File: src/supply_detect_pkg.sv
// constants and types for the supply detector control block
// Summary of operation
// RULE1 - mode 0: interrupt on either threshold crossing
// RULE2 - mode 1: internal reset when supply drops
// RULE3 - flag high only while enabled and below
// RULE4 - byte access; flag bit ignores writes
// RULE5 - control holds 82H after own reset
// RULE6 - threshold kept over own reset only
// RULE7 - enable plus mode locks control register
// RULE8 - lock also blocks threshold register writes
// RULE9 - threshold codes 00, 01, 10; 11 prohibited
// RULE10 - software writes zero to unused bits
// RULE11 - software waits 0.2 ms after enabling
// RULE12 - no disable while flag shows below
// RULE13 - reset use: fixed software start order
// RULE14 - interrupt use: fixed software start order
// RULE15 - stop: check flag, then clear enable
// RULE16 - detector keeps running in standby modes
// RULE17 - own reset sets the cause flag
// RULE18 - control writes need protected sequence
// RULE19 - comparator runs only while enabled
// RULE20 - comparator output synchronised before use
package supply_detect_pkg;
  // register indices; byte address is four times the index
  localparam logic [29:0] CTRL_IDX = 30'h0ffff890;
  localparam logic [29:0] THR_IDX = 30'h0ffff891;
  localparam logic [29:0] KEY_IDX = 30'h0ffff892;
  localparam logic [29:0] CAUSE_IDX = 30'h0ffff893;
  // control register field positions
  localparam int ENABLE_BIT = 7;
  localparam int MODE_BIT = 1;
  localparam int FLAG_BIT = 0;
  // threshold field
  localparam logic [1:0] SEL_PROHIBITED = 2'h3;
  // reset values
  localparam logic [7:0] CTRL_DETECT_RST = 8'h82;
  localparam logic [7:0] CTRL_OTHER_RST = 8'h00;
  localparam logic [1:0] THR_OTHER_RST = 2'h0;
  // protected-write key
  localparam logic [7:0] PROTECT_KEY = 8'ha5;
  // bus responses
  localparam logic [1:0] RESP_OKAY = 2'h0;
  localparam logic [1:0] RESP_SLVERR = 2'h2;
  // comparator settling, waited out by software
  localparam int SETTLE_TIME_NS = 200000;
  localparam int CLK_PERIOD_NS = 20;
  localparam int SETTLE_CYCLES = (SETTLE_TIME_NS + CLK_PERIOD_NS - 1) / CLK_PERIOD_NS;
  // bus channel states
  typedef enum logic [0:0] {WR_IDLE = 1'b0, WR_RESP = 1'b1} wr_state_t;
  typedef enum logic [0:0] {RD_IDLE = 1'b0, RD_DATA = 1'b1} rd_state_t;
endpackage : supply_detect_pkg

File: src/unlock_if.sv
// interface between the bus decode and the protected-write gate
`timescale 1ns/1ps
interface unlock_if;
  logic wrStb; // one register write this cycle
  logic toKey; // write targets the key register
  logic toGuarded; // write targets the control register
  logic [7:0] wrData; // low byte of the write
  logic grant; // guarded write may take effect
  modport decode (output wrStb, output toKey, output toGuarded, output wrData, input grant);
  modport gate (input wrStb, input toKey, input toGuarded, input wrData, output grant);
endinterface : unlock_if

File: src/supply_detect_ctrl.sv
// supply detector control with AXI4-Lite register access
//
// Our own choice: the AXI4-Lite interface to the registers.
`timescale 1ns/1ps
module supply_detect_ctrl
  import supply_detect_pkg::*;
#(
  parameter int THREE_LEVEL = 1 // 1: upper select bit present
) (
  input wire logic clk,
  input wire logic rst_b,
  // write address channel
  input wire logic awvalid,
  output logic awready,
  input wire logic [31:0] awaddr,
  // write data channel
  input wire logic wvalid,
  output logic wready,
  input wire logic [31:0] wdata,
  input wire logic [3:0] wstrb,
  // write response channel
  output logic bvalid,
  input wire logic bready,
  output logic [1:0] bresp,
  // read address channel
  input wire logic arvalid,
  output logic arready,
  input wire logic [31:0] araddr,
  // read data channel
  output logic rvalid,
  input wire logic rready,
  output logic [31:0] rdata,
  output logic [1:0] rresp,
  // analogue comparator side
  input wire logic cmpBelowAsync,
  output logic cmpEnable,
  output logic [1:0] thresholdSel,
  // events to the rest of the chip
  output logic supplyCrossIrq,
  output logic supplyLowReset
);

  // refuse a variant flag the logic cannot serve
  if (THREE_LEVEL != 0 && THREE_LEVEL != 1) begin : g_check
    $error("THREE_LEVEL must be 0 or 1");
  end

  // write channel holding registers
  logic awHeld_reg; // address taken, waiting for data
  logic [29:0] awIdx_reg; // word index of held address
  logic wHeld_reg; // data taken, waiting for address
  logic [7:0] wData_reg; // low byte of held data
  logic wLane_reg; // low byte lane enabled
  wr_state_t wrState_reg;
  logic [1:0] bresp_reg;

  // read channel registers
  rd_state_t rdState_reg;
  logic [31:0] rdata_reg;
  logic [1:0] rresp_reg;

  // register contents
  logic enable_reg; // detect_enable
  logic mode_reg; // detect_mode_select
  logic [1:0] thr_reg; // threshold_sel_hi, threshold_sel_lo
  logic cause_reg; // supply_reset_cause_flag

  // event logic
  logic belowSync; // filtered comparator level
  logic prevBelow_reg; // level one cycle earlier
  logic irq_reg;
  logic lowReset_reg;

  // decode results
  logic wrStb; // both halves of a write present
  logic wrHit;
  logic lock; // reset mode latched in
  logic flag; // below_threshold_flag
  logic crossing;
  logic rstRequest;
  logic rstFire; // first cycle of a detector reset
  logic ctrlWrite;
  logic thrWrite;
  logic causeWrite;
  logic [1:0] thrNew;
  logic [7:0] ctrlView;
  logic [7:0] rdByte;
  logic rdHit;
  logic [29:0] rdIdx;

  unlock_if unlock ();

  // comparator output crosses into the clock domain
  input_sync3 u_sync (
    .clk(clk),
    .rst_b(rst_b),
    .asyncIn(cmpBelowAsync),
    .levelOut(belowSync)
  );

  // key sequence guarding the control register
  protect_gate u_gate (
    .clk(clk),
    .rst_b(rst_b),
    .port(unlock.gate)
  );

  // handshake outputs
  assign awready = !awHeld_reg;
  assign wready = !wHeld_reg;
  assign bvalid = (wrState_reg == WR_RESP);
  assign bresp = bresp_reg;
  assign arready = (rdState_reg == RD_IDLE);
  assign rvalid = (rdState_reg == RD_DATA);
  assign rdata = rdata_reg;
  assign rresp = rresp_reg;

  // a write fires once address and data are both held
  assign wrStb = awHeld_reg && wHeld_reg && (wrState_reg == WR_IDLE);
  assign wrHit = (awIdx_reg == CTRL_IDX) || (awIdx_reg == THR_IDX)
    || (awIdx_reg == KEY_IDX) || (awIdx_reg == CAUSE_IDX);

  // feed the protected-write gate
  assign unlock.wrStb = wrStb;
  assign unlock.toKey = (awIdx_reg == KEY_IDX) && wLane_reg;
  assign unlock.toGuarded = (awIdx_reg == CTRL_IDX) && wLane_reg;
  assign unlock.wrData = wData_reg;

  // lock once enable and reset mode are both set
  assign lock = enable_reg && mode_reg; // RULE7

  // control update: guarded, refused under lock
  assign ctrlWrite = unlock.grant && !lock; // RULE7 RULE18

  // threshold update: refused under lock, and never to the prohibited code
  assign thrWrite = wrStb && (awIdx_reg == THR_IDX) && wLane_reg && !lock
    && (thrNew != SEL_PROHIBITED); // RULE8 RULE9
  assign causeWrite = wrStb && (awIdx_reg == CAUSE_IDX) && wLane_reg;

  // the two-level variant has no upper select bit
  assign thrNew = (THREE_LEVEL == 1) ? wData_reg[1:0] : {1'b0, wData_reg[0]}; // RULE9

  // flag shows the live level, zero while disabled
  assign flag = enable_reg && belowSync; // RULE3

  // interrupt mode: any change of the filtered level
  assign crossing = enable_reg && !mode_reg && (belowSync != prevBelow_reg); // RULE1

  // reset mode: request held while the supply stays low
  assign rstRequest = enable_reg && mode_reg && belowSync; // RULE2
  assign rstFire = rstRequest && !lowReset_reg;

  // comparator powered only while enabled
  assign cmpEnable = enable_reg; // RULE19
  assign thresholdSel = thr_reg;

  // flag bit comes from live state, never from a write
  always_comb begin
    ctrlView = 8'h00;
    ctrlView[ENABLE_BIT] = enable_reg;
    ctrlView[MODE_BIT] = mode_reg;
    ctrlView[FLAG_BIT] = flag; // RULE3 RULE4
  end

  // read decode
  assign rdIdx = araddr[31:2];
  always_comb begin
    rdByte = 8'h00;
    rdHit = 1'b1;
    case (rdIdx)
      CTRL_IDX: rdByte = ctrlView;
      THR_IDX: rdByte = {6'h00, thr_reg};
      KEY_IDX: rdByte = 8'h00; // key reads back as zero
      CAUSE_IDX: rdByte = {7'h00, cause_reg};
      default: rdHit = 1'b0;
    endcase
  end

  // write address capture
  always_ff @(posedge clk or negedge rst_b) begin
    if (!rst_b) begin
      awHeld_reg <= 1'b0;
      awIdx_reg <= 30'h0;
    end else if (awvalid && awready) begin
      awHeld_reg <= 1'b1;
      awIdx_reg <= awaddr[31:2];
    end else if (wrStb) begin
      awHeld_reg <= 1'b0;
    end
  end

  // write data capture; only the low lane carries register bits
  always_ff @(posedge clk or negedge rst_b) begin
    if (!rst_b) begin
      wHeld_reg <= 1'b0;
      wData_reg <= 8'h00;
      wLane_reg <= 1'b0;
    end else if (wvalid && wready) begin
      wHeld_reg <= 1'b1;
      wData_reg <= wdata[7:0];
      wLane_reg <= wstrb[0]; // RULE4
    end else if (wrStb) begin
      wHeld_reg <= 1'b0;
    end
  end

  // write response; unmapped addresses answer with an error
  always_ff @(posedge clk or negedge rst_b) begin
    if (!rst_b) begin
      wrState_reg <= WR_IDLE;
      bresp_reg <= RESP_OKAY;
    end else begin
      case (wrState_reg)
        WR_IDLE: begin
          if (wrStb) begin
            wrState_reg <= WR_RESP;
            bresp_reg <= wrHit ? RESP_OKAY : RESP_SLVERR;
          end
        end
        WR_RESP: begin
          if (bready) begin
            wrState_reg <= WR_IDLE;
          end
        end
        default: wrState_reg <= WR_IDLE;
      endcase
    end
  end

  // read channel; data registered at address acceptance
  always_ff @(posedge clk or negedge rst_b) begin
    if (!rst_b) begin
      rdState_reg <= RD_IDLE;
      rdata_reg <= 32'h0;
      rresp_reg <= RESP_OKAY;
    end else begin
      case (rdState_reg)
        RD_IDLE: begin
          if (arvalid) begin
            rdState_reg <= RD_DATA;
            rdata_reg <= {24'h0, rdByte};
            rresp_reg <= rdHit ? RESP_OKAY : RESP_SLVERR;
          end
        end
        RD_DATA: begin
          if (rready) begin
            rdState_reg <= RD_IDLE;
          end
        end
        default: rdState_reg <= RD_IDLE;
      endcase
    end
  end

  // control bits; a detector reset reloads them, outside resets clear
  always_ff @(posedge clk or negedge rst_b) begin
    if (!rst_b) begin
      enable_reg <= CTRL_OTHER_RST[ENABLE_BIT]; // RULE5
      mode_reg <= CTRL_OTHER_RST[MODE_BIT];
    end else if (rstFire) begin
      enable_reg <= CTRL_DETECT_RST[ENABLE_BIT]; // RULE5
      mode_reg <= CTRL_DETECT_RST[MODE_BIT];
    end else if (ctrlWrite) begin
      // flag bit and bits 6..2 of the write are dropped
      enable_reg <= wData_reg[ENABLE_BIT]; // RULE4
      mode_reg <= wData_reg[MODE_BIT];
    end
  end

  // threshold select survives a detector reset: no rstFire term here
  always_ff @(posedge clk or negedge rst_b) begin
    if (!rst_b) begin
      thr_reg <= THR_OTHER_RST; // RULE6
    end else if (thrWrite) begin
      thr_reg <= thrNew;
    end
  end

  // reset cause flag; a new detector reset beats a software clear
  always_ff @(posedge clk or negedge rst_b) begin
    if (!rst_b) begin
      cause_reg <= 1'b0;
    end else if (rstFire) begin
      cause_reg <= 1'b1; // RULE17
    end else if (causeWrite && !wData_reg[0]) begin
      cause_reg <= 1'b0;
    end
  end

  // level history for crossing detection
  always_ff @(posedge clk or negedge rst_b) begin
    if (!rst_b) begin
      prevBelow_reg <= 1'b0;
    end else begin
      prevBelow_reg <= belowSync;
    end
  end

  // event outputs; free-running clock keeps them alive in standby
  always_ff @(posedge clk or negedge rst_b) begin
    if (!rst_b) begin
      irq_reg <= 1'b0;
      lowReset_reg <= 1'b0;
    end else begin
      irq_reg <= crossing; // RULE1 RULE16
      lowReset_reg <= rstRequest; // RULE2 RULE16
    end
  end

  assign supplyCrossIrq = irq_reg;
  assign supplyLowReset = lowReset_reg;

endmodule : supply_detect_ctrl

File: src/input_sync3.sv
// three-flop synchroniser with agreement filter
`timescale 1ns/1ps
module input_sync3 (
  input wire logic clk,
  input wire logic rst_b,
  input wire logic asyncIn,
  output logic levelOut
);
  logic ff1_reg; // only read by ff2_reg
  logic ff2_reg;
  logic ff3_reg;

  // shift chain
  always_ff @(posedge clk or negedge rst_b) begin
    if (!rst_b) begin
      ff1_reg <= 1'b0;
      ff2_reg <= 1'b0;
      ff3_reg <= 1'b0;
    end else begin
      ff1_reg <= asyncIn;
      ff2_reg <= ff1_reg;
      ff3_reg <= ff2_reg;
    end
  end

  // accept a change only once two stages agree, filtering glitches
  always_ff @(posedge clk or negedge rst_b) begin
    if (!rst_b) begin
      levelOut <= 1'b0;
    end else if (ff2_reg == ff3_reg) begin
      levelOut <= ff3_reg; // RULE20
    end
  end
endmodule : input_sync3

File: src/protect_gate.sv
// protected write sequence: key write arms the next write
`timescale 1ns/1ps
module protect_gate
  import supply_detect_pkg::*;
(
  input wire logic clk,
  input wire logic rst_b,
  unlock_if.gate port
);
  logic armed_reg; // key seen, next write may pass

  // any write consumes the arming; only the key write sets it
  always_ff @(posedge clk or negedge rst_b) begin
    if (!rst_b) begin
      armed_reg <= 1'b0;
    end else if (port.wrStb) begin
      armed_reg <= port.toKey && (port.wrData == PROTECT_KEY); // RULE18
    end
  end

  // grant only on the write right after the key
  assign port.grant = armed_reg && port.wrStb && port.toGuarded; // RULE18
endmodule : protect_gate

File: config.mk
export PLATFORM = sky130hd
export DESIGN_NAME = supply_detect_ctrl
export DESIGN_NICKNAME = d
export VERILOG_FILES = /design/src/supply_detect_pkg.sv /design/src/unlock_if.sv /design/src/supply_detect_ctrl.sv /design/src/input_sync3.sv /design/src/protect_gate.sv
export SDC_FILE = /design/constraint.sdc
export NUM_CORES = 1
export LEC_CHECK = 0
export ABC_AREA = 1
export BUFFER_PORTS_ARGS = -buffer_cell sky130_fd_sc_hd__buf_2
export CAP_MARGIN = 10
export CORE_MARGIN = 1
export CORE_UTILIZATION = 41
export CTS_BUF_LIST = sky130_fd_sc_hd__clkbuf_4 sky130_fd_sc_hd__clkbuf_8 sky130_fd_sc_hd__clkbuf_16
export DETAILED_ROUTE_END_ITERATION = 10
export PLACE_DENSITY = 0.83
export SKIP_LAST_GASP = 1
export SLEW_MARGIN = 0
export SYNTH_ARGS = -nofsm -noshare
export SYNTH_HDL_FRONTEND = slang
export SYNTH_SLANG_ARGS = --single-unit
File: constraint.sdc
create_clock -name clk -period 1.2 [get_ports clk]
set_input_delay 0 -clock clk [delete_from_list [all_inputs] [get_ports clk]]
set_output_delay 0 -clock clk [all_outputs]
set_load 0.05 [all_outputs]
==> results.md <==
* Width of the die at 87.1 um
* Status: finished, violations left
* Core area at 0.00691 mm2
* Top Ports at 154
* Share of cells above drive strength 1 at 38.0%
* Number of global-route vias before repair at 2,643
* Synth-to-Final Area Change at 46.5%
* Final hold vios at 0
* Final design utilization at 63.0%
* DRC at 0
* Failing checks: setup timing
* Synthesized instance count at 318
* Synth area leader: dfrtp_1
* Post-synth ARST share at 100%
* Synth top cells by count: dfrtp_1, nand2_1, inv_1
* FF-to-FF End: bresp[1]
* Site Rows at 30
* Syn. warnings at 0
* Effective utilization at floorplan at 43.0%
* Max frequency at 790 MHz
* Synth top area cells: dfrtp_1, buf_4, nand2_1, mux2_2, mux2_1
* First-pass GRT wire length at 11,800 um
* Min-Delay Endpoint: unlock.wrData[4]
* Placer Congestion at 0.758
* Worst r2r src: awIdx_reg[10]
* Crit Path Category: flip-flop to flip-flop
* Area after DPL at 0.00358 mm2
* Max reg flops at 30
* Sequential fraction of the synthesis area at 51.4%
* Largest net degree at the start of global routing at 29
* Worst Hold Class: primary input to flip-flop
* CP required at 1430 ps
* R2R cell count at 8
* Hold_sp: wvalid
* Layout filler cell count at 549
* Initial antenna violation count at 0
* Post-synth EDFFs at 0
* First-pass DRT Iterations at 4
* Count leader, synth: dfrtp_1
* Final wirelength at 7500 um
* Dpl hpwl at 4750 um
* RSZ-0062 raised after global routing: true
* Finished Cell Area at 0.00435 mm2
* Register-to-register setup slack at -70 ps
* Worst-case clock skew at 8.81 ps
* H-tree depth at 3
* Maxcap violations at 0
* Max Root-Sink Buffers at 2
* Setup_tns at -386 ps
* Gr ovfl total at 0
* Yosys top cell area share at 51.4%
* Synthesized area per cell at 9.34 um2
* Post-synthesis cell area at 0.00297 mm2
* Crit-path max FO at 3
* Drt via density at 4.57
* Startpoint types: flip-flop
* Non-filler cells, final at 578
* Clock sinks at 61
* Top FF cell, synth: dfrtp_1
* Crit. End Element: flip-flop
* P_leak at 0.00223 uW
* Fin. max-slew vios at 0
* Buffers on Ports at 91
* Diodes inserted at 0
* Via count at 2,639
* Tcrit/Tclk final at 105%
* Post-synthesis register bit count at 61
* Antenna-violating nets left at 0
* Routed WL per cell at 13.0 um
* Minimum clock period at 1270 ps
* Cells after DPL at 511
* Starting DRT DRC Count at 104
* Hold path cells at 3
* Die footprint at 0.00759 mm2
* All-Layer GR Usage at 20.7%
* Critical Path AT at 1490 ps
* CTS Buf Count at 9
* Clk_lat worst skew at 330 ps
* CTS root buffer: clkbuf_8
* Maximum vdd ir drop at 1640 uV
* Cell Pwr Density at 1870 mW/mm2
* CTS tree: yes
* Nets@finish at 585
* Final WS setup at -65.1 ps
* Clk slew on worst S/H paths at 70 ps
* # setup viols final at 7
* Post-Place Setup Slack at -79.2 ps
* Die height at 87.1 um
* Netlist cell types at 25
kinds of logic (layout without fill, tap and decap cells):
kind of cell               after synthesis  count (layout)  share of synthesized area (%)
AOI/OAI and AO/OA                       22              22                           3.92
and+or+nand+nor                        133             135                           20.0
adders and majority gates                1               1                          0.337
muxes                                   29              29                           11.0
buffers and inverters                   71             203                           13.2
other                                    1              31                          0.126
DFF                                     61              61                           51.4
routing by layer:
layer / up-vias / routed length (um) / global-route usage, %
met3: 16 / 403 / 4.45
met2: 116 / 3950 / 38.9
met4: 0 / 154 / 7.30
li1: 1275 / - / -
met1: 1232 / 3000 / 22.8
met5: - / 0 / 0
how the worst max path moves through the flow:
stage | start | endpoint | slack, ps | cells past startpoint
after floorplan | wHeld_reg | unlock.wrData[7] | -190 | 4
after global placement | awIdx_reg[3] | cause_reg | -50 | 7
after detailed placement | awIdx_reg[3] | cmpEnable | -80 | 7
after CTS | awIdx_reg[10] | bresp[1] | -80 | 8
after global routing | awIdx_reg[29] | cause_reg | -160 | 8
final | awIdx_reg[10] | bresp[1] | -70 | 8
power breakdown:
part	switching [uW]	internal (uW)	total, uW
combinational	1470	1340	2810
sequential	486	2800	3280
clock	852	1170	2030
metrics by stage:
| step | hold slack (ps) | total power (uW) |
|---|---|---|
| 2_1_floorplan | -296 | 5100 |
| 3_3_place_gp | -66.2 | 5580 |
| 3_5_place_dp | -65.6 | 5690 |
| 4_1_cts | 17.6 | 7990 |
| 5_1_grt | 38.9 | 8560 |
| 6_report | 43.5 | 8120 |
critical path, cell delays in order (launching register included):
cell	delay, ps
dfrtp_1	360
inv_1	70
nand2_1	70
nor3_2	160
nand3_1	140
nor2_2	160
nand2_1	80
o21ai_1	70
inv_1	50
cells in the final DEF, fill, tap and decap left out, types with 13 or more instances in the layout:
| cell type | instances |
|---|---|
| dlygate4sd3_1 | 44 |
| dfrtp_1 | 59 |
| mux2_4 | 18 |
| buf_4 | 15 |
| nor2_1 | 32 |
| conb_1 | 31 |
| nand3_1 | 13 |
| nand2_1 | 55 |
| inv_1 | 30 |
| buf_2 | 91 |
repair_timing:
item	CTS	global route
buffers inserted	4	1
resized for setup	6	7
hold buffers	44	0
pin swaps	6	4
cloned	1	1
endpoints found under the hold margin	106	0
setup endpoints to repair	17	13
final cells by class:
class / count / area, um2 / area share [%]
well taps: 96 / 120 / 2.76
inverters: 36 / 145 / 3.33
repair buffers: 151 / 1030 / 23.6
flip-flops and latches: 61 / 1530 / 35.1
clock inverters: 7 / 100 / 2.30
multi-input cells: 218 / 1310 / 30.0
clock buffers: 9 / 124 / 2.84
(Power assumes the default switching activity.)
